`src/dsp_pkg.sv`:
```
// shared constants and types for the dual-slope waveform timer
package dsp_pkg;
   localparam int AW = 4;
   localparam int DW = 16;
   // register offsets (word index on the plain register port)
   localparam logic [3:0] REG_CTRL  = 4'h0;
   localparam logic [3:0] REG_CMD   = 4'h1;
   localparam logic [3:0] REG_ASET  = 4'h2;
   localparam logic [3:0] REG_ACLR  = 4'h3;
   localparam logic [3:0] REG_BSET  = 4'h4;
   localparam logic [3:0] REG_BCLR  = 4'h5;
   localparam logic [3:0] REG_EVA   = 4'h6;
   localparam logic [3:0] REG_EVB   = 4'h7;
   localparam logic [3:0] REG_BLK   = 4'h8;
   localparam logic [3:0] REG_BVAL  = 4'h9;
   localparam logic [3:0] REG_STAT  = 4'hA;
   localparam logic [3:0] REG_CNT   = 4'hB;
   localparam logic [3:0] REG_CAPA  = 4'hC;
   localparam logic [3:0] REG_CAPB  = 4'hD;
   // command strobe bits
   localparam int CMD_SYNC = 0;
   localparam int CMD_SEOC = 1;
   localparam int CMD_RST  = 2;
   localparam int CMD_CAPA = 3;
   localparam int CMD_CAPB = 4;
   localparam int CMD_DEOC = 5;
   localparam int CMD_W    = 6;
   // event control fields
   localparam int EV_TRIG  = 0;
   localparam int EV_ACT   = 1;
   localparam int EV_FILT  = 2;
   localparam int EV_ASYNC = 3;
   localparam int EV_MODE  = 4;
   // blanking control fields and values
   localparam int BLK_SEL  = 0;
   localparam int BLK_TRIG = 2;
   localparam int BLK_PRE  = 4;
   localparam logic [1:0] BLK_SEL_ON = 2'h1;
   // fault modes acted on in dual-slope operation
   localparam logic [3:0] FM_NONE = 4'h0;
   localparam logic [3:0] FM_KILL = 4'h4;
   localparam logic [3:0] FM_WAIT = 4'h7;
   // reset values
   localparam logic [15:0] RST_CMP = 16'h0000;
   localparam logic [7:0]  RST_EV  = 8'h00;
   // digital filter length in counter clocks
   localparam logic [2:0] FILT_CYC = 3'h4;
   // sequencer states, gray along idle-down-up-halt
   typedef enum logic [1:0] {
      ST_IDLE = 2'h0,
      ST_DOWN = 2'h1,
      ST_UP   = 2'h3,
      ST_HALT = 2'h2
   } dsp_state_t;
endpackage

```
`src/dsp_ev_if.sv`:
```
// carrier between the core and one event input conditioner
`timescale 1ns/10ps
interface dsp_ev_if;
   logic raw;
   logic filt_en;
   logic level;
   modport cond (input raw, input filt_en, output level);
   modport core (output raw, output filt_en, input level);
endinterface

```
`src/dsp_top.sv`:
```
// dual-slope waveform timer core with two fault/capture event inputs
//
// Local design decisions: the address map and strobed register access.
`timescale 1ns/10ps
// Notes on behaviour
// RULE1: counter runs bottom-clear down to zero and back up, one cycle per sweep.
// RULE2: output A sets on down-count A-set match, clears on up-count match.
// RULE3: output B sets on up-count B-set match, clears on down-count match.
// RULE4: the A-clear compare is stored but never steers the waveform.
// RULE5: start loads bottom-clear and counts down; B stays low until up-match.
// RULE6: disable-at-end-of-cycle strobe stops the timer when the cycle completes.
// RULE7: clearing enable stops the timer at once.
// RULE8: each input acts only when its trigger-enable bit is set.
// RULE9: inputs default to fault detection, action bit makes them capture triggers.
// RULE10: both inputs share fault modes; blanking only masks input A.
// RULE11: synced events override outputs after two to three clocks; async at once.
// RULE12: chosen output edge starts blank counter; A masked until delay value.
// RULE13: delay clock is the clock divided by the prescaler factor.
// RULE14: software must not combine blanking with the delayed output event.
// RULE15: with filter set, pulses under four clocks are dropped.
// RULE16: async detection overrides outputs raw; sequencing waits for sync level.
// RULE17: software must not set async detection and filter together.
// RULE18: sync strobe copies compares now; cycle-end strobe copies at cycle end.
// RULE19: restart strobe restarts counter; capture strobes copy count to A or B.
// RULE20: in dual-slope only fault modes 0, 4 and 7 are used.
// RULE21: a sync command during a pending sync is ignored.
// RULE22: fault mode 0 leaves outputs alone; captures still work.
// RULE23: fault mode 4 forces both outputs low while the event lasts.
// RULE24: fault mode 7 halts outputs and counter until restart, halting again if active.
// RULE25: command strobes pass a handshake stage and act at most once.
module dsp_top
   import dsp_pkg::*;
#(
   parameter int W = 16
)(
   input  wire logic                   SYS_CLK_I,
   input  wire logic                   RST_N_I,
   input  wire logic [dsp_pkg::AW-1:0] ADDR_I,
   input  wire logic [dsp_pkg::DW-1:0] WDATA_I,
   input  wire logic                   WR_I,
   input  wire logic                   RD_I,
   output logic      [dsp_pkg::DW-1:0] RDATA_O,
   input  wire logic                   EVENT_A_I,
   input  wire logic                   EVENT_B_I,
   output logic                        WAVE_OUT_A_O,
   output logic                        WAVE_OUT_B_O
);
   import dsp_pkg::*;

   typedef struct packed {
      logic              en;
      logic [W-1:0]      aset_b;
      logic [W-1:0]      aclr_b;
      logic [W-1:0]      bset_b;
      logic [W-1:0]      bclr_b;
      logic [W-1:0]      aset;
      logic [W-1:0]      bset;
      logic [W-1:0]      bclr;
      logic [7:0]        eva;
      logic [7:0]        evb;
      logic [5:0]        blk;
      logic [7:0]        bval;
      logic [CMD_W-1:0]  cmd;
      logic              sync_now;
      logic              sync_eoc;
      logic              dis_eoc;
      dsp_state_t        st;
      logic [W-1:0]      cnt;
      logic              out_a;
      logic              out_b;
      logic [W-1:0]      cap_a;
      logic [W-1:0]      cap_b;
      logic [2:0]        pre;
      logic [7:0]        bcnt;
      logic              brun;
      logic              lvl_a_q;
      logic              lvl_b_q;
      logic [DW-1:0]     rdata;
   } dsp_core_t;

   dsp_core_t s;
   dsp_core_t next_s;

   dsp_ev_if ev_a ();
   dsp_ev_if ev_b ();

   // event inputs come from outside the clock domain
   assign ev_a.raw     = EVENT_A_I;
   assign ev_a.filt_en = s.eva[EV_FILT];
   assign ev_b.raw     = EVENT_B_I;
   assign ev_b.filt_en = s.evb[EV_FILT];

   dsp_ev_cond u_cond_a (
      .clk_i   (SYS_CLK_I),
      .rst_n_i (RST_N_I),
      .ev      (ev_a.cond)
   );

   dsp_ev_cond u_cond_b (
      .clk_i   (SYS_CLK_I),
      .rst_n_i (RST_N_I),
      .ev      (ev_b.cond)
   );

   // decoded event controls
   logic       busy;
   logic       blank_on;
   logic       mask_a;
   logic [3:0] mode_a;
   logic [3:0] mode_b;
   logic       flt_a;
   logic       flt_b;
   logic       capev_a;
   logic       capev_b;
   logic       kill_sync;
   logic       kill_async;
   logic       halt_req;

   assign busy     = s.sync_now | s.sync_eoc;
   assign blank_on = (s.blk[BLK_SEL +: 2] == BLK_SEL_ON);
   assign mask_a   = blank_on & s.brun; // RULE10
   assign mode_a   = s.eva[EV_MODE +: 4];
   assign mode_b   = s.evb[EV_MODE +: 4];

   // fault requests need trigger enable and fault (not capture) action
   assign flt_a = s.eva[EV_TRIG] & ~s.eva[EV_ACT] & ev_a.level & ~mask_a; // RULE8 RULE9 RULE12
   assign flt_b = s.evb[EV_TRIG] & ~s.evb[EV_ACT] & ev_b.level; // RULE8 RULE9

   // capture triggers fire on the rising edge of the conditioned level
   assign capev_a = s.eva[EV_TRIG] & s.eva[EV_ACT] & ev_a.level & ~s.lvl_a_q; // RULE9
   assign capev_b = s.evb[EV_TRIG] & s.evb[EV_ACT] & ev_b.level & ~s.lvl_b_q; // RULE9

   // mode 4 kills both outputs while active; mode 0 and others do nothing here
   assign kill_sync = (flt_a & (mode_a == FM_KILL)) | (flt_b & (mode_b == FM_KILL)); // RULE22 RULE23
   assign halt_req  = (flt_a & (mode_a == FM_WAIT)) | (flt_b & (mode_b == FM_WAIT)); // RULE24

   // raw-pin override bypasses the synchroniser; counter still waits for sync
   always_comb begin
      kill_async = 1'b0;
      if (s.eva[EV_ASYNC] && s.eva[EV_TRIG] && !s.eva[EV_ACT] && !mask_a
          && (mode_a == FM_KILL || mode_a == FM_WAIT)) begin
         kill_async = kill_async | EVENT_A_I; // RULE16
      end
      if (s.evb[EV_ASYNC] && s.evb[EV_TRIG] && !s.evb[EV_ACT]
          && (mode_b == FM_KILL || mode_b == FM_WAIT)) begin
         kill_async = kill_async | EVENT_B_I; // RULE16
      end
   end

   // whole core: register port, commands, sequencer, blanking
   always_comb begin
      logic           eoc;
      logic           rise;
      logic [2:0]     div_m1;
      logic [DW-1:0]  rv;
      eoc    = 1'b0;
      rise   = 1'b0;
      div_m1 = 3'h0;
      rv     = '0;
      next_s = s;
      next_s.cmd     = '0;
      next_s.lvl_a_q = ev_a.level;
      next_s.lvl_b_q = ev_b.level;

      // register writes; double buffers refuse writes while a copy is pending
      if (WR_I) begin
         case (ADDR_I)
            REG_CTRL: begin
               next_s.en = WDATA_I[0];
            end
            REG_CMD: begin
               next_s.cmd = WDATA_I[CMD_W-1:0]; // RULE25
            end
            REG_ASET: begin
               if (!busy) next_s.aset_b = WDATA_I[W-1:0];
            end
            REG_ACLR: begin
               if (!busy) next_s.aclr_b = WDATA_I[W-1:0]; // RULE4
            end
            REG_BSET: begin
               if (!busy) next_s.bset_b = WDATA_I[W-1:0];
            end
            REG_BCLR: begin
               if (!busy) next_s.bclr_b = WDATA_I[W-1:0];
            end
            REG_EVA: begin
               next_s.eva = WDATA_I[7:0];
            end
            REG_EVB: begin
               next_s.evb = WDATA_I[7:0];
            end
            REG_BLK: begin
               next_s.blk = WDATA_I[5:0];
            end
            REG_BVAL: begin
               next_s.bval = WDATA_I[7:0];
            end
            default: begin
            end
         endcase
      end

      // strobes held one cycle in the handshake stage, then consumed once
      if (s.st != ST_IDLE) begin
         if (s.cmd[CMD_SYNC] && !busy) next_s.sync_now = 1'b1; // RULE18 RULE21
         if (s.cmd[CMD_SEOC] && !busy) next_s.sync_eoc = 1'b1; // RULE18 RULE21
         if (s.cmd[CMD_DEOC]) next_s.dis_eoc = 1'b1; // RULE6
      end
      if (s.cmd[CMD_CAPA] || capev_a) next_s.cap_a = s.cnt; // RULE19
      if (s.cmd[CMD_CAPB] || capev_b) next_s.cap_b = s.cnt; // RULE19

      // immediate copy of the double-buffered compares
      if (s.sync_now) begin
         next_s.aset     = s.aset_b; // RULE18
         next_s.bset     = s.bset_b;
         next_s.bclr     = s.bclr_b;
         next_s.sync_now = 1'b0;
      end

      // counter sequencer
      case (s.st)
         ST_IDLE: begin
            next_s.out_a = 1'b0;
            next_s.out_b = 1'b0;
            if (s.en) begin
               next_s.aset = s.aset_b; // RULE5
               next_s.bset = s.bset_b;
               next_s.bclr = s.bclr_b;
               next_s.cnt  = s.bclr_b;
               next_s.st   = ST_DOWN;
            end
         end
         ST_DOWN: begin
            if (s.cnt == s.aset) next_s.out_a = 1'b1; // RULE2
            if (s.cnt == s.bset) next_s.out_b = 1'b0; // RULE3
            if (s.cnt == '0) begin
               next_s.st = ST_UP; // RULE1
            end else begin
               next_s.cnt = s.cnt - 1'b1;
            end
         end
         ST_UP: begin
            if (s.cnt == s.aset) next_s.out_a = 1'b0; // RULE2
            if (s.cnt == s.bset) next_s.out_b = 1'b1; // RULE3 RULE5
            if (s.cnt >= s.bclr) begin
               eoc       = 1'b1;
               next_s.st = ST_DOWN; // RULE1
               next_s.cnt = s.bclr;
            end else begin
               next_s.cnt = s.cnt + 1'b1;
            end
         end
         ST_HALT: begin
            next_s.out_a = 1'b0;
            next_s.out_b = 1'b0;
         end
         default: begin
            next_s.st = ST_IDLE;
         end
      endcase

      // end-of-cycle actions: deferred copy and deferred disable
      if (eoc) begin
         if (s.sync_eoc) begin
            next_s.aset     = s.aset_b; // RULE18
            next_s.bset     = s.bset_b;
            next_s.bclr     = s.bclr_b;
            next_s.cnt      = s.bclr_b;
            next_s.sync_eoc = 1'b0;
         end
         if (s.dis_eoc) begin
            next_s.st      = ST_IDLE; // RULE6
            if (!(WR_I && ADDR_I == REG_CTRL)) next_s.en = 1'b0; // a software write in this cycle wins
            next_s.dis_eoc = 1'b0;
         end
      end

      // restart puts the counter back at the start of a cycle
      if (s.cmd[CMD_RST] && s.st != ST_IDLE) begin
         next_s.st    = ST_DOWN; // RULE19
         next_s.cnt   = s.bclr;
         next_s.out_a = 1'b0;
         next_s.out_b = 1'b0;
      end

      // mode 7 halt; an event still present after restart halts again
      if (halt_req && s.st != ST_IDLE) begin
         next_s.st    = ST_HALT; // RULE24
         next_s.out_a = 1'b0;
         next_s.out_b = 1'b0;
      end

      // enable cleared: stop at once, drop the pending end-of-cycle copy and disable
      if (!s.en && s.st != ST_IDLE) begin
         next_s.st       = ST_IDLE; // RULE7
         next_s.out_a    = 1'b0;
         next_s.out_b    = 1'b0;
         next_s.sync_eoc = 1'b0;
         next_s.dis_eoc  = 1'b0;
      end

      // blanking trigger: selected edge of the registered outputs
      case (s.blk[BLK_TRIG +: 2])
         2'h0: rise = next_s.out_a & ~s.out_a;
         2'h1: rise = ~next_s.out_a & s.out_a;
         2'h2: rise = next_s.out_b & ~s.out_b;
         default: rise = ~next_s.out_b & s.out_b;
      endcase

      // delay clock tick every 1, 2, 4 or 8 clocks
      div_m1 = 3'((4'h1 << s.blk[BLK_PRE +: 2]) - 4'h1); // RULE13
      if (blank_on && rise) begin
         next_s.brun = 1'b1; // RULE12
         next_s.bcnt = 8'h00;
         next_s.pre  = 3'h0;
      end else if (s.brun) begin
         if (s.pre == div_m1) begin
            next_s.pre = 3'h0;
            if (s.bcnt + 8'h01 >= s.bval) begin
               next_s.brun = 1'b0; // RULE12
            end else begin
               next_s.bcnt = s.bcnt + 8'h01;
            end
         end else begin
            next_s.pre = s.pre + 3'h1;
         end
      end
      if (!blank_on) next_s.brun = 1'b0;

      // read mux; data stands only in the cycle after the strobe
      case (ADDR_I)
         REG_CTRL: rv = DW'(s.en);
         REG_ASET: rv = DW'(s.aset_b);
         REG_ACLR: rv = DW'(s.aclr_b);
         REG_BSET: rv = DW'(s.bset_b);
         REG_BCLR: rv = DW'(s.bclr_b);
         REG_EVA:  rv = DW'(s.eva);
         REG_EVB:  rv = DW'(s.evb);
         REG_BLK:  rv = DW'(s.blk);
         REG_BVAL: rv = DW'(s.bval);
         REG_STAT: rv = DW'({s.st == ST_UP, s.st == ST_HALT, ~busy, s.st != ST_IDLE});
         REG_CNT:  rv = DW'(s.cnt);
         REG_CAPA: rv = DW'(s.cap_a);
         REG_CAPB: rv = DW'(s.cap_b);
         default:  rv = '0;
      endcase
      next_s.rdata = RD_I ? rv : '0;
   end

   // single state register
   always_ff @(posedge SYS_CLK_I or negedge RST_N_I) begin
      if (!RST_N_I) begin
         s        <= '0;
         s.aset_b <= RST_CMP;
         s.aclr_b <= RST_CMP;
         s.bset_b <= RST_CMP;
         s.bclr_b <= RST_CMP;
         s.eva    <= RST_EV;
         s.evb    <= RST_EV;
         s.st     <= ST_IDLE;
      end else begin
         s <= next_s;
      end
   end

   // synced override is two to three clocks behind the pin, async is direct
   assign WAVE_OUT_A_O = s.out_a & ~kill_sync & ~kill_async; // RULE11 RULE23
   assign WAVE_OUT_B_O = s.out_b & ~kill_sync & ~kill_async; // RULE11 RULE23
   assign RDATA_O      = s.rdata;
endmodule

```
`src/dsp_ev_cond.sv`:
```
// event input conditioner: three-flop synchroniser and optional glitch filter
`timescale 1ns/10ps
module dsp_ev_cond
   import dsp_pkg::*;
(
   input  wire logic clk_i,
   input  wire logic rst_n_i,
   dsp_ev_if.cond    ev
);
   typedef struct packed {
      logic [2:0] sy;
      logic       lvl_s;
      logic [2:0] stab;
      logic       lvl;
   } dsp_cond_t;

   dsp_cond_t s;
   dsp_cond_t next_s;
   logic      acc;

   // a change counts once second and third stage agree, else the last level holds
   assign acc = (s.sy[1] == s.sy[2]) ? s.sy[2] : s.lvl_s;

   // filter count restarts whenever the accepted level matches the output again
   always_comb begin
      next_s = s;
      next_s.sy = {s.sy[1:0], ev.raw};
      next_s.lvl_s = acc;
      next_s.stab = 3'h0;
      if (acc != s.lvl) begin
         // short pulses never reach the full count and are dropped
         if (s.stab == FILT_CYC - 3'h1) begin
            next_s.lvl = acc; // RULE15
         end else begin
            next_s.stab = s.stab + 3'h1;
         end
      end
   end

   always_ff @(posedge clk_i or negedge rst_n_i) begin
      if (!rst_n_i) begin
         s <= '0;
      end else begin
         s <= next_s;
      end
   end

   // unfiltered level skips a register so the override lands three clocks after the pin
   assign ev.level = ev.filt_en ? s.lvl : acc; // RULE11
endmodule

```
`config.mk`:
```
export PLATFORM = sky130hd
export DESIGN_NAME = dsp_top
export DESIGN_NICKNAME = d
export VERILOG_FILES = /design/src/dsp_pkg.sv /design/src/dsp_ev_if.sv /design/src/dsp_top.sv /design/src/dsp_ev_cond.sv
export SDC_FILE = /design/constraint.sdc
export NUM_CORES = 1
export LEC_CHECK = 0
export ABC_AREA = 1
export BUFFER_PORTS_ARGS = -buffer_cell sky130_fd_sc_hd__buf_2
export CAP_MARGIN = 20
export CORE_ASPECT_RATIO = 1.25
export CORE_MARGIN = 2
export CORE_UTILIZATION = 63
export DETAILED_ROUTE_END_ITERATION = 10
export GPL_TIMING_DRIVEN = 0
export MAX_ROUTING_LAYER = met4
export PLACE_DENSITY_LB_ADDON = 0.05
export RECOVER_POWER = 25
export SETUP_SLACK_MARGIN = 0.05
export SYNTH_ARGS = -nofsm -noshare
export SYNTH_HDL_FRONTEND = slang
export SYNTH_SLANG_ARGS = --single-unit
```
`constraint.sdc`:
```
create_clock -name SYS_CLK_I -period 3.3 [get_ports SYS_CLK_I]
set_input_delay 0.66 -clock SYS_CLK_I [delete_from_list [all_inputs] [get_ports SYS_CLK_I]]
set_output_delay 0.66 -clock SYS_CLK_I [all_outputs]
set_load 0.02 [all_outputs]
```
After elaboration in Yosys (flattened, before gate mapping)
Index checks and enable logic that the tools add are counted.
{"block": "totals", "register_bits": 250, "in_bits": 26, "out_inout_bits": 18, "wordCells": 233}
{"block": "op_classes", "add_sub_neg": 7, "n_lt_le_gt_ge": 2, "n_eq_ne": 33, "shifts": 1, "muxes": 69, "bitwise": 40, "reduce_logical": 45}
{"cell": "$mux 48", "count": 5}
{"cell": "$pmux 16 s13", "count": 1}
{"cell": "$mux 16", "count": 12}
{"cell": "$mux 65", "count": 1}
{"cell": "$pmux 18 s3", "count": 1}
{"cell": "$mux 20", "count": 2}
{"cell": "$eq 16x16->1", "count": 2}
{"cell": "$eq 4x3->1 const B", "count": 8}
{"cell": "$mux 1", "count": 25}
{"cell": "$and 1x1->1", "count": 24}
{"cell": "$eq 4x4->1 const B", "count": 6}
{"cell": "$mux 12", "count": 2}
{"cell": "$mux 18", "count": 1}
{"cell": "$add 16x1->16 const B", "count": 1}
{"cell": "$ge 16x16->1", "count": 1}
{"cell": "$logic_not 16->1", "count": 1}
{"cell": "$sub 16x1->16 const B", "count": 1}
{"cell": "$mux 3", "count": 5}
{"cell": "$reduce_and 3->1", "count": 5}
{"cell": "$logic_and 1x1->1", "count": 14}
{"cell": "$reduce_and 2->1", "count": 7}
{"cell": "$mux 4", "count": 3}
{"cell": "$mux 6", "count": 2}
{"cell": "$not 1->1", "count": 12}
{"cell": "other kinds (26)", "count": 55}

Depth between registers and ports, before layout
Gate-level depths: netlist (run 1).
{"block": "depth", "depth_word": 16, "depth_mapped": 19, "depth_no_buf": 17}

Modules after synthesis
Synthesis (run 1) repeated with hierarchy kept, for this count alone.
{"block": "hier_totals", "hier_cells": 1755, "hier_area_um2": 13556.8}
{"module": "dsp_top", "instances": 1, "cells_per_inst": 1687, "area_per_inst_um2": 12883.6}
{"module": "dsp_ev_cond", "instances": 2, "cells_per_inst": 34, "area_per_inst_um2": 336.6}

Worst setup path after synthesis (run 1)
OpenSTA, ideal clock, no wires.
{"block": "synth_timing", "kind": "reg2reg", "start": "register s[21] (netlist name)", "end": "register s[22] (netlist name)", "arrival_ps": 2366, "required_ps": 3181, "setup_slack_ps": 815, "path_stages_with_launch": 16, "path_buffers": 1, "path_cell_list": "dfrtp_1 inv_1 nor3_1 nand3_1 nor3_1 xor2_1 ha_1 nand2_1 nor2_1 nand4_1 o2111ai_1 nor2_2 buf_2 nor2_1 a21oi_1 nor2_1"}
{"block": "synth_via", "elab_chain_len": 5, "elab_cells_between_ends": 8, "cone_classes": "add/sub: 1; order compare: 1; eq/ne: 1; mux: 4; reduce/logical: 1"}
{"item": "start: declaration", "line_no": "dsp_top.sv:81", "source": "dsp_core_t s;"}
{"item": "start signal: assignment", "line_no": "dsp_top.sv:362", "source": "s <= next_s;"}
{"item": "$add 8x1->8 (*)", "line_no": "dsp_top.sv:319, dsp_top.sv:322"}
{"item": "branches (longest 4 deep; another with $ge 8x8->1)"}
Mark *: on every way between the ends. The select of a mux whose other input is x is not followed.
A chain may end at the register's enable or synchronous reset.

Worst setup path after layout (run 1)
{"block": "layout_timing", "start": "register s[21] (netlist name)", "end": "register s[23] (netlist name)"}
Same word-level chain as after synthesis.

==> summary.md, run 1 <==
| Metric | Value |
|---|---|
| Result of the run | `complete, but fails checks` |
| Failing checks | `max-slew violations` |
| Vias after detailed routing | `12418` |
| Proportion of synthesized area in mux cells | `0.0745%` |
| Share of synthesized area occupied by flip-flops and latches | `46.6%` |
| Reported leakage power | `7.46 nW` |
| Post-synthesis cell count | `1742` |
| Die Area | `0.0225 mm2` |
| Ys Warns | `0` |
| Layout overhead on the synthesized area | `11.3%` |
| Share of async-settable or async-resettable flops after synthesis | `100%` |
| Worst path arrival time | `3.40 ns` |
| Final period utilization | `90.3%` |
| Slew HR | `-1.27%` |
| Chip height | `167 um` |
| Number of antenna violations at the first check in global routing | `0` |
| Clock slew seen by the registers of the worst setup and hold paths | `0.06 ns` |
| Layout cell share with drive strength beyond 1 | `9.04%` |
| Count of flip-flops with a built-in enable after synthesis | `0` |
| Syn avg cell area | `7.71 um2` |
| TritonCTS clock tree | `done` |
| GPL Wtd Cong | `0.961` |
| Synthesized-area fraction occupied by ao, oa, aoi and oai cells | `15.0%` |
| Most frequent cell after synthesis | `sky130_fd_sc_hd__nand2_1` |
| Number of cells after detailed placement | `2061` |
| Maximum clock skew at final layout | `0.0201 ns` |
| Via count of the first global-routing pass | `12496` |
| Final routed wirelength across all metal layers | `41600 um` |
| Largest cells by area after synthesis | `sky130_fd_sc_hd__dfrtp_1 47%, sky130_fd_sc_hd__nand2_1 14%, sky130_fd_sc_hd__o21ai_0 7.0%, sky130_fd_sc_hd__inv_1 5.8%, sky130_fd_sc_hd__nor2_1 3.6%` |
| Max Fclk | `336 MHz` |
| DRT Pass-1 Iters | `6` |
| Synthesized-area fraction occupied by and/or/nand/nor cells | `23.2%` |
| Setup-failing EPs final | `0` |
| Max-Cap Viols | `0` |
| Fin nets | `1872` |
| Cell at the root of the clock tree | `sky130_fd_sc_hd__clkbuf_16` |
| Cell taking the most area after synthesis | `sky130_fd_sc_hd__dfrtp_1` |
| Final standard cell count with taps included and fillers excluded | `2111` |
| Number of gates resized after cts | `0` |
| Count of buffers from port buffering | `43` |
| Overall die width | `135 um` |
| Hold/Removal Path Class | `input port to flop` |
| H-Tree Level Count | `1` |
| Via density | `5.88` |
| Critical setup path kind | `flop to flop` |
| Worst endpoint required time | `3.72 ns` |
| Main combinational cell family by area after synthesis | `simple AND/OR/NAND/NOR gates` |
| Post-layout min period | `2.98 ns` |
| Drt first-iter violations | `1247` |
| Most used flip-flop cell after synthesis | `sky130_fd_sc_hd__dfrtp_1` |
| Average wire per standard cell | `19.7 um` |
| Maximum net fanout on the critical path | `10` |
| Post-synthesis register bit count | `250` |
| # fillers | `1689` |
| Number of nets in the synthesized netlist | `1798` |
| Total Routing Usage GR | `39.3%` |
| IR drop worst, VDD | `0.587 mV` |
| # hold bufs at CTS | `1` |
| Post-CTS Setup Bufs | `0` |
| Area inside the core boundary | `0.0209 mm2` |
| # clock sinks | `250` |
| Pwr/cell area | `830 mW/mm2` |
| Kind of capture point of the worst setup path | `flop` |
| Number of buffers inserted during clock tree synthesis | `26` |
| Maximum root-to-sink buffer count | `3` |
| Count of pins over their slew limit | `107` |
| Pin count of the biggest net entering global routing | `109` |
| Share of Yosys cell area claimed by the top area cell type | `46.6%` |
| Accumulated negative setup slack | `0 ns` |
| Actual transition at the worst max-transition pin | `1.52 ns` |
| Ports placed on the boundary | `44` |
| XOR/XNOR Fraction of Synth Area | `2.61%` |
| Source-to-sink clock delay at the later pin of the worst-skew pair | `0.54 ns` |
| Syn Std Cell Area | `0.0134 mm2` |
| Post-Synth Adder-Cell Area | `2.79%` |
| Wire length of the first global-routing pass | `66100 um` |
| Final hold violations | `0` |
| Detailed-placement wirelength estimate | `31300 um` |
| Count of standard-cell rows | `59` |
| Starting density of the core | `64.3%` |
| Antenna Violating Nets Remaining | `0` |
| Synth cell count leaders | `496 x sky130_fd_sc_hd__nand2_1, 250 x sky130_fd_sc_hd__dfrtp_1, 209 x sky130_fd_sc_hd__inv_1` |
| DR DRC count | `0` |
| Final global-route overflow total | `0` |
| Cell variety after synth | `47` |
| Kind of start point of the critical path | `flop` |
| Unrepaired setup endpoints after global routing | `no` |
-- worst paths after layout --
| path | start | endpoint | slack, ns | depth (start not counted) |
|---|---|---|---|---|
| setup / recovery | s[21] | s[23] | 0.32 | 15 |
| max in group asynchronous | RST_N_I | u_cond_b.s[0] | 0.69 | 4 |
| hold reg to reg | u_cond_a.next_s[6] | u_cond_a.next_s[7] | 0.35 | 0 |
| hold / removal | EVENT_B_I | u_cond_b.next_s[6] | 0.26 | 1 |
| setup reg to reg | s[21] | s[23] | 0.32 | 15 |
| min in group asynchronous | RST_N_I | s[74] | 0.58 | 2 |
-- layer usage --
layer | vias up | global-route usage, % | wire (um)
li1 | 5781 | - | -
met1 | 5849 | 47.6 | 15500
met2 | 616 | 64.3 | 20600
met3 | 172 | 5.69 | 3260
met4 | 0 | 19.1 | 2250
met5 | - | - | 0
-- power breakdown --
group / switching, mW / internal [mW]
combinational: 2.99 / 1.59
sequential: 0.780 / 3.97
clock: 1.26 / 1.83
-- stage by stage --
step / worst slack (ns) / utilization, % / hold WS (ns) / area (um2) / power (mW)
2_1_floorplan: 0.815 / - / 0.331 / 13400 / 7.80
3_3_place_gp: -2.81 / 67.0 / 0.334 / 14000 / 9.07
3_5_place_dp: 0.347 / 67.3 / 0.338 / 14100 / 9.23
4_1_cts: 0.325 / 71.7 / 0.245 / 15000 / 12.3
5_1_grt: 0.0981 / 71.6 / 0.265 / 15000 / 13.2
6_report: 0.322 / 71.6 / 0.260 / 15000 / 12.4
-- cells in the final DEF, fill, tap and decap left out, drive strengths merged, types with 2 or more instances in the layout --
cell type	count
o2111ai	2
nand3b	2
o22ai	13
clkinvlp	3
a221oi	27
a211oi	2
buf	85
o211ai	3
nor2	130
nand4	13
a41oi	3
a22o	8
o21bai	2
nand2	501
xnor2	2
nor3b	5
clkbuf	80
dfrtp	250
nor3	18
o221ai	2
inv	222
clkinv	9
a21oi	66
ha	30
o21ai	213
a31oi	3
xor2	38
nand3	92
bufinv	3
-- critical path: stages, from the launching register on --
cell and delay, ns:
sky130_fd_sc_hd__dfrtp_1 0.38, sky130_fd_sc_hd__inv_1 0.07, sky130_fd_sc_hd__nor3_1 0.29, sky130_fd_sc_hd__nand3_1 0.18, sky130_fd_sc_hd__nor3_1 0.30, sky130_fd_sc_hd__xor2_1 0.23, sky130_fd_sc_hd__ha_1 0.28, sky130_fd_sc_hd__nand2_1 0.09
sky130_fd_sc_hd__nor2_1 0.06, sky130_fd_sc_hd__nand4_1 0.07, sky130_fd_sc_hd__o2111ai_1 0.15, sky130_fd_sc_hd__nor2_2 0.26, sky130_fd_sc_hd__buf_2 0.26, sky130_fd_sc_hd__nor2_1 0.06, sky130_fd_sc_hd__a21oi_1 0.12, sky130_fd_sc_hd__nor2_1 0.06
-- state kept, by name, indices dropped and copies added (netlist names), 2 cells and up --
name and count:
mode_a 4, u_cond_a.next_s 2, mode_b 4, u_cond_a.s 6, s 208, RDATA_O 16
u_cond_b.s 6, u_cond_b.next_s 2
-- layout make-up --
class | instances | area [um2] | area share, %
sequential | 250 | 6260 | 41.8
tap | 274 | 343 | 2.29
inverter | 223 | 837 | 5.60
clock buffer | 34 | 742 | 4.96
timing repair buffer | 46 | 267 | 1.78
antenna | 1 | 2.50 | 0.0167
buffer | 86 | 473 | 3.16
multi-input combinational | 1183 | 5870 | 39.3
clock inverter | 14 | 164 | 1.10
-- cells by family (layout without fill, tap and decap cells) --
family | Yosys count | count (layout)
multiplexers | 1 | 1
XOR/XNOR | 40 | 40
AO/OA/AOI/OAI | 349 | 349
adder cells (fa/ha/maj) | 30 | 30
flip-flops | 250 | 250
AND/OR/NAND/NOR | 763 | 763
other | 0 | 1
buffers and inverters | 309 | 403
(Power assumes the default switching activity.)
==> run 2, diff against run 1 <==
PLACE_DENSITY = 0.81   (was unset)
PLACE_DENSITY_LB_ADDON = unset   (was 0.05)
==> run 2 against run 1 <==
  * The run ends with max-capacitance violations, max-slew violations left
  * Clock skew is essentially flat
  * Clock-buffer cell count grew 1
  * Hold slack gained 0.0098 ns
  * Core utilization is essentially flat
  * Critical endpoint is now s[145]
  * Largest power group unchanged
  * Highest routed layer unchanged
==> summary.md, run 2 (synthesis gave the netlist of run 1 again) <==
| Metric | Value |
|---|---|
| Failing checks | `max-capacitance violations, max-slew violations` |
| Post-layout min period | `2.98 ns` |
| # clock sinks | `250` |
| GPL Wtd Cong | `1.01` |
| Final standard cell count with taps included and fillers excluded | `2112` |
| Destination of the worst hold path | `u_cond_a.next_s[6]` |
| Pin count of the biggest net entering global routing | `127` |
| Final hold violations | `0` |
| Most common library cell in the layout ignoring fill and taps | `sky130_fd_sc_hd__nand2_1` |
| Endpoint of the worst register-to-register path | `s[145]` |
| Setup-failing EPs final | `0` |
| Via count of the first global-routing pass | `12385` |
| Ports placed on the boundary | `44` |
| Final design utilization | `71.6%` |
| Uppermost signal routing layer after detailed routing | `met4` |
| Largest stage delay on the critical path | `0.48 ns` |
| Detailed-placement wirelength estimate | `30300 um` |
| Max reg flops | `208` |
| Number of buffer and inverter instances along the worst setup path | `2` |
| Number of cells on the critical path | `11` |
| Maximum clock skew at final layout | `0.0197 ns` |
| Actual transition at the worst max-transition pin | `1.72 ns` |
| Worst endpoint required time | `3.70 ns` |
| Result of the run | `complete, but fails checks` |
| Fin nets | `1873` |
| Number of cells after detailed placement | `2061` |
| Unrepaired setup endpoints after global routing | `no` |
| Library cell appearing most often on the critical path | `sky130_fd_sc_hd__nand2_4` |
| Worst path arrival time | `3.38 ns` |
| IR drop worst, VDD | `0.648 mV` |
| Critical setup path kind | `flop to flop` |
| Register name with the most flops | `s` |
| # fillers | `1621` |
| Chip height | `167 um` |
| Overall die width | `135 um` |
| Reported leakage power | `7.46 nW` |
| Slowest stage cell, crit path | `sky130_fd_sc_hd__dfrtp_1` |
| Layout overhead on the synthesized area | `11.4%` |
| Crit path setup slack, layout | `0.320 ns` |
| Number of buffers inserted during clock tree synthesis | `26` |
| Via density | `5.97` |
| H-Tree Level Count | `1` |
| Final global-route overflow total | `0` |
| Max-Cap Viols | `1` |
| Drt first-iter violations | `1556` |
| Antenna Violating Nets Remaining | `0` |
| Hold/Removal Path Class | `input port to flop` |
| Clock slew seen by the registers of the worst setup and hold paths | `0.06 ns` |
| Source-to-sink clock delay at the later pin of the worst-skew pair | `0.55 ns` |
| DR DRC count | `0` |
| Routed length on met2 | `20100 um` |
| Vias after detailed routing | `12618` |
| Post-Place Worst Slack | `0.351 ns` |
| Ordered cell list for the critical path | `ha_1 -> nand4_1 -> nor2_1 -> nand3_1 -> nand2_4 -> nand2_2 -> inv_2 -> nand2_4 -> o211ai_4 -> clkbuf_1 -> o21ai_0` |
| Layout cell share with drive strength beyond 1 | `9.09%` |
| Count of pins over their slew limit | `125` |
| Maximum root-to-sink buffer count | `3` |
| Pwr/cell area | `831 mW/mm2` |
| Commonest non-fill, non-tap cells in the layout | `496 x sky130_fd_sc_hd__nand2_1, 250 x sky130_fd_sc_hd__dfrtp_1, 209 x sky130_fd_sc_hd__inv_1` |
| Maximum net fanout on the critical path | `10` |
| Die Area | `0.0225 mm2` |
| Total Routing Usage GR | `38.0%` |
| Slew HR | `-14.9%` |
| Reg-to-reg startpoint | `s[79]` |
| Count of standard-cell rows | `59` |
| Final routed wirelength across all metal layers | `41300 um` |
| Average wire per standard cell | `19.6 um` |
| Cell at the root of the clock tree | `sky130_fd_sc_hd__clkbuf_16` |
| Launch instance of the worst min-delay path | `EVENT_A_I` |
| Kind of start point of the critical path | `flop` |
| Count of buffers from port buffering | `43` |
| Max Fclk | `336 MHz` |
| Met1 Wirelength | `15000 um` |
| Total length of routed met3 wires | `3680 um` |
| Cells on worst reg2reg path | `11` |
| Final period utilization | `90.3%` |
| Wire length of the first global-routing pass | `64600 um` |
| TritonCTS clock tree | `done` |
| Worst hold stages | `1` |
| Crit-path leading delay family | `simple AND/OR/NAND/NOR gates` |
| Kind of capture point of the worst setup path | `flop` |
| DRT Pass-1 Iters | `6` |
| Area inside the core boundary | `0.0209 mm2` |
| Number of antenna violations at the first check in global routing | `1` |
| R2R Setup Slk | `0.32 ns` |
| Starting density of the core | `64.3%` |
## run 2: cell types whose count changed in the layout (fill, tap and decap cells not counted)
cell / previous run / this run
sky130_fd_sc_hd__clkdlybuf4s25_1: 0 / 1
sky130_fd_sc_hd__buf_8: 1 / 0
sky130_fd_sc_hd__buf_2: 54 / 55
sky130_fd_sc_hd__buf_4: 23 / 25
sky130_fd_sc_hd__clkbuf_8: 4 / 3
sky130_fd_sc_hd__bufinv_16: 3 / 4
sky130_fd_sc_hd__inv_6: 1 / 0
sky130_fd_sc_hd__clkinv_2: 5 / 6
sky130_fd_sc_hd__clkbuf_1: 48 / 49
sky130_fd_sc_hd__nor3_1: 16 / 15
sky130_fd_sc_hd__nor3_2: 2 / 3
sky130_fd_sc_hd__clkinv_4: 2 / 0
sky130_fd_sc_hd__dlygate4sd3_1: 1 / 0
## run 2: how the worst max path moves through the flow
stage / from / endpoint
final: s[79] / s[145]
after global routing: s[21] / s[24]
after CTS: s[21] / s[24]
after detailed placement: s[79] / s[139]
after global placement: RST_N_I / s[124]
after floorplan: s[21] / s[22]
## run 2: power breakdown
group	internal [mW]	switching, mW
clock	1.87	1.24
combinational	1.59	2.99
sequential	3.97	0.774
total	7.43	5.01
## run 2: per-layer routing
metal / vias to the layer above / global-route usage, %
met5: - / -
met4: 0 / 20.5
met3: 219 / 5.63
met2: 743 / 61.7
met1: 5879 / 45.5
li1: 5777 / -
## run 2: worst register-to-register path, cell delays in order (launching register included)
cell                       delay, ns
sky130_fd_sc_hd__dfrtp_1        0.48
sky130_fd_sc_hd__ha_1           0.37
sky130_fd_sc_hd__nand4_1        0.12
sky130_fd_sc_hd__nor2_1         0.29
sky130_fd_sc_hd__nand3_1        0.30
sky130_fd_sc_hd__nand2_4        0.22
sky130_fd_sc_hd__nand2_2        0.12
sky130_fd_sc_hd__inv_2          0.10
sky130_fd_sc_hd__nand2_4        0.08
sky130_fd_sc_hd__o211ai_4       0.13
sky130_fd_sc_hd__clkbuf_1       0.44
sky130_fd_sc_hd__o21ai_0        0.18
## run 2: timing repair
action	4_1_cts	5_1_grt
buffers inserted	0	2
hold buffers	0	0
endpoints found under the setup margin	0	6
resized for setup	0	1
hold endpoints to repair	0	0
## run 2: area by class of cell
type / instances / area [um2] / area share [%]
multi-input combinational: 1183 / 5880 / 39.3
inverter: 223 / 837 / 5.59
tap: 274 / 343 / 2.29
antenna: 1 / 2.50 / 0.0167
clock buffer: 35 / 736 / 4.92
buffer: 86 / 473 / 3.16
timing repair buffer: 47 / 268 / 1.79
sequential: 250 / 6260 / 41.8
clock inverter: 13 / 173 / 1.15
## run 2: metrics by stage
stage | area, um2 | power [mW] | setup TNS [ns] | hold slack [ns]
floorplan | 13400 | 7.80 | 0 | 0.331
global placement | 14000 | 9.00 | -685.55 | 0.334
detailed placement | 14100 | 9.19 | 0 | 0.336
finish | 15000 | 12.4 | 0 | 0.270
global route | 15000 | 13.2 | 0 | 0.270
CTS | 15000 | 12.3 | 0 | 0.195
==> run 3, diff against run 2 <==
clock period = 2.9 ns   (was 3.3 ns; I/O delays follow)
==> run 3 against run 2 <==
  * The run still ends with max-capacitance violations, max-slew violations left
  * Core utilization rose by 0.55 points
  * Cell area increased by 0.77%
  * Fmax rose by 9.4%
  * Die area unchanged
  * Via count decreased by 0.13%
  * Critical path depth rose by 5
  * First-iteration DRC count decreased by 5.3%
  * Global-route usage hardly changed
  * Sequential power up 14%
  * Wire length grew 0.17%
  * Non-clock buffer count rose by 3
  * Largest cell class unchanged
==> summary.md, run 3 (synthesis gave the netlist of run 1 again) <==
| Metric | Value |
|---|---|
| Result of the run | `complete, but fails checks` |
| Failing checks | `max-capacitance violations, max-slew violations` |
| Overall die width | `135 um` |
| Actual transition at the worst max-transition pin | `1.71 ns` |
| Most common library cell in the layout ignoring fill and taps | `sky130_fd_sc_hd__nand2_1` |
| Unrepaired setup endpoints after global routing | `yes` |
| Setup-failing EPs final | `0` |
| TritonCTS clock tree | `done` |
| Vias after detailed routing | `12602` |
| Via count of the first global-routing pass | `12402` |
| Area inside the core boundary | `0.0209 mm2` |
| # hold bufs at CTS | `0` |
| Count of buffers from port buffering | `43` |
| Antenna Violating Nets Remaining | `0` |
| Max-Cap Viols | `1` |
| Post-layout min period | `2.72 ns` |
| Worst hold slack across all endpoints | `0.193 ns` |
| Average wire per standard cell | `19.6 um` |
| Kind of start point of the critical path | `flop` |
| Via density | `5.96` |
| Ports placed on the boundary | `44` |
| Layout overhead on the synthesized area | `12.2%` |
| Worst path arrival time | `3.16 ns` |
| # clock sinks | `250` |
| Fin nets | `1876` |
| Total Routing Usage GR | `37.9%` |
| Area used by sequential logic in the layout | `0.00626 mm2` |
| Maximum root-to-sink buffer count | `3` |
| Reg-to-reg startpoint | `s[134]` |
| Timing startpoint of the critical path | `s[134]` |
| Largest stage delay on the critical path | `0.35 ns` |
| Critical setup path kind | `flop to flop` |
| Layout cell share with drive strength beyond 1 | `10.2%` |
| Register name with the most flops | `s` |
| Clock slew seen by the registers of the worst setup and hold paths | `0.06 ns` |
| Overall power of the completed layout | `14.3 mW` |
| Cell at the root of the clock tree | `sky130_fd_sc_hd__clkbuf_16` |
| Final period utilization | `93.9%` |
| Number of antenna violations at the first check in global routing | `1` |
| Wire length of the first global-routing pass | `64600 um` |
| Maximum clock skew at final layout | `0.0174 ns` |
| Kind of capture point of the worst setup path | `flop` |
| Accumulated negative setup slack | `0 ns` |
| Die Area | `0.0225 mm2` |
| DR DRC count | `0` |
| CP endpoint | `s[139]` |
| Max reg flops | `208` |
| Max Fclk | `367 MHz` |
| R2R Setup Slk | `0.18 ns` |
| IR drop worst, VDD | `0.738 mV` |
| Number of buffers inserted during clock tree synthesis | `26` |
| Final global-route overflow total | `0` |
| Cells on worst reg2reg path | `16` |
| Hold/Removal Path Class | `input port to flop` |
| Crit-path leading delay family | `simple AND/OR/NAND/NOR gates` |
| Count of pins over their slew limit | `125` |
| Source-to-sink clock delay at the later pin of the worst-skew pair | `0.54 ns` |
| Drt first-iter violations | `1474` |
| Pwr/cell area | `946 mW/mm2` |
| Number of buffer and inverter instances along the worst setup path | `5` |
| H-Tree Level Count | `1` |
| Commonest non-fill, non-tap cells in the layout | `496 x sky130_fd_sc_hd__nand2_1, 247 x sky130_fd_sc_hd__dfrtp_1, 208 x sky130_fd_sc_hd__inv_1` |
| Worst endpoint required time | `3.34 ns` |
| Final hold violations | `0` |
| Ordered cell list for the critical path | `inv_1 -> ha_1 -> nand4_1 -> a21oi_2 -> nor2_2 -> and2_1 -> buf_6 -> nand2_4 -> nand2_2 -> inv_2 -> nand2_4 -> o211ai_4 -> buf_8 -> buf_6 -> nand2_1 -> o21ai_0` |
| Detailed-placement wirelength estimate | `30300 um` |
| Number of cells on the critical path | `16` |
| Final routed wirelength across all metal layers | `41400 um` |
| Slew HR | `-13.8%` |
| Maximum net fanout on the critical path | `10` |
| Slowest stage cell, crit path | `sky130_fd_sc_hd__dfrtp_1` |
| Reported leakage power | `7.51 nW` |
| # fillers | `1605` |
| GPL Wtd Cong | `1.01` |
| Area used by multi-input combinational logic | `0.00593 mm2` |
| DRT Pass-1 Iters | `5` |
| Pin count of the biggest net entering global routing | `127` |
| Chip height | `167 um` |
| Starting density of the core | `64.3%` |
| Count of standard-cell rows | `59` |
| Endpoint of the worst register-to-register path | `s[139]` |
==> run 3: worst reg2reg max path, stage by stage, from the launching register on <==
cell and delay (ns):
sky130_fd_sc_hd__dfrtp_1 0.35, sky130_fd_sc_hd__inv_1 0.10, sky130_fd_sc_hd__ha_1 0.33, sky130_fd_sc_hd__nand4_1 0.21, sky130_fd_sc_hd__a21oi_2 0.21, sky130_fd_sc_hd__nor2_2 0.07
sky130_fd_sc_hd__and2_1 0.17, sky130_fd_sc_hd__buf_6 0.13, sky130_fd_sc_hd__nand2_4 0.11, sky130_fd_sc_hd__nand2_2 0.12, sky130_fd_sc_hd__inv_2 0.10, sky130_fd_sc_hd__nand2_4 0.08
sky130_fd_sc_hd__o211ai_4 0.15, sky130_fd_sc_hd__buf_8 0.19, sky130_fd_sc_hd__buf_6 0.17, sky130_fd_sc_hd__nand2_1 0.07, sky130_fd_sc_hd__o21ai_0 0.08
==> run 3: what timing repair did <==
| action | in CTS | in global routing |
|---|---|---|
| gates cloned | 0 | 1 |
| pin swaps | 1 | 4 |
| resized for setup | 3 | 24 |
| setup endpoints to repair | 29 | 67 |
| buffers inserted | 1 | 3 |
==> run 3: metrics by stage <==
step / utilization [%] / instances / cell area (um2) / setup WS, ns
CTS: 71.7 / 2110 / 15000 / 0.0511
global placement: 67.0 / 2059 / 14000 / -3.08
finish: 72.2 / 2115 / 15100 / 0.176
floorplan: - / 1742 / 13400 / 0.415
detailed placement: 67.3 / 2061 / 14100 / -0.0488
global route: 72.2 / 2115 / 15100 / -0.0328
==> run 3: routing by layer <==
metal  track usage [%]  up-vias  routed length (um)
li1                  -     5786                   -
met1              45.5     5902               15200
met2              61.7      709               20100
met3              5.63      205                3550
met4              20.5        0                2510
met5                 -        -                   0
==> run 3: final cells by class <==
cell class,count,area share (%)
well taps,274,2.27
clock buffers,35,4.88
repair buffers,50,2.04
inverters,223,5.55
multi-input cells,1183,39.3
clock inverters,13,1.15
flip-flops and latches,250,41.5
diodes,1,0.0166
plain buffers,86,3.24
==> run 3: worst min-delay path by stage <==
stage	from	end	slack (ns)	cells after the start
final	EVENT_A_I	u_cond_a.next_s[6]	0.19	1
after global routing	EVENT_A_I	u_cond_a.next_s[6]	0.19	1
after CTS	RST_N_I	s[25]	0.11	2
after detailed placement	u_cond_b.next_s[6]	u_cond_b.next_s[7]	0.34	0
after global placement	u_cond_b.next_s[6]	u_cond_b.next_s[7]	0.33	0
after floorplan	RST_N_I	RDATA_O[0]	0.28	0
==> run 3: power by group <==
group,switching (mW),internal [mW]
sequential,0.884,4.52
combinational,3.46,1.86
clock,1.40,2.13
total,5.75,8.52
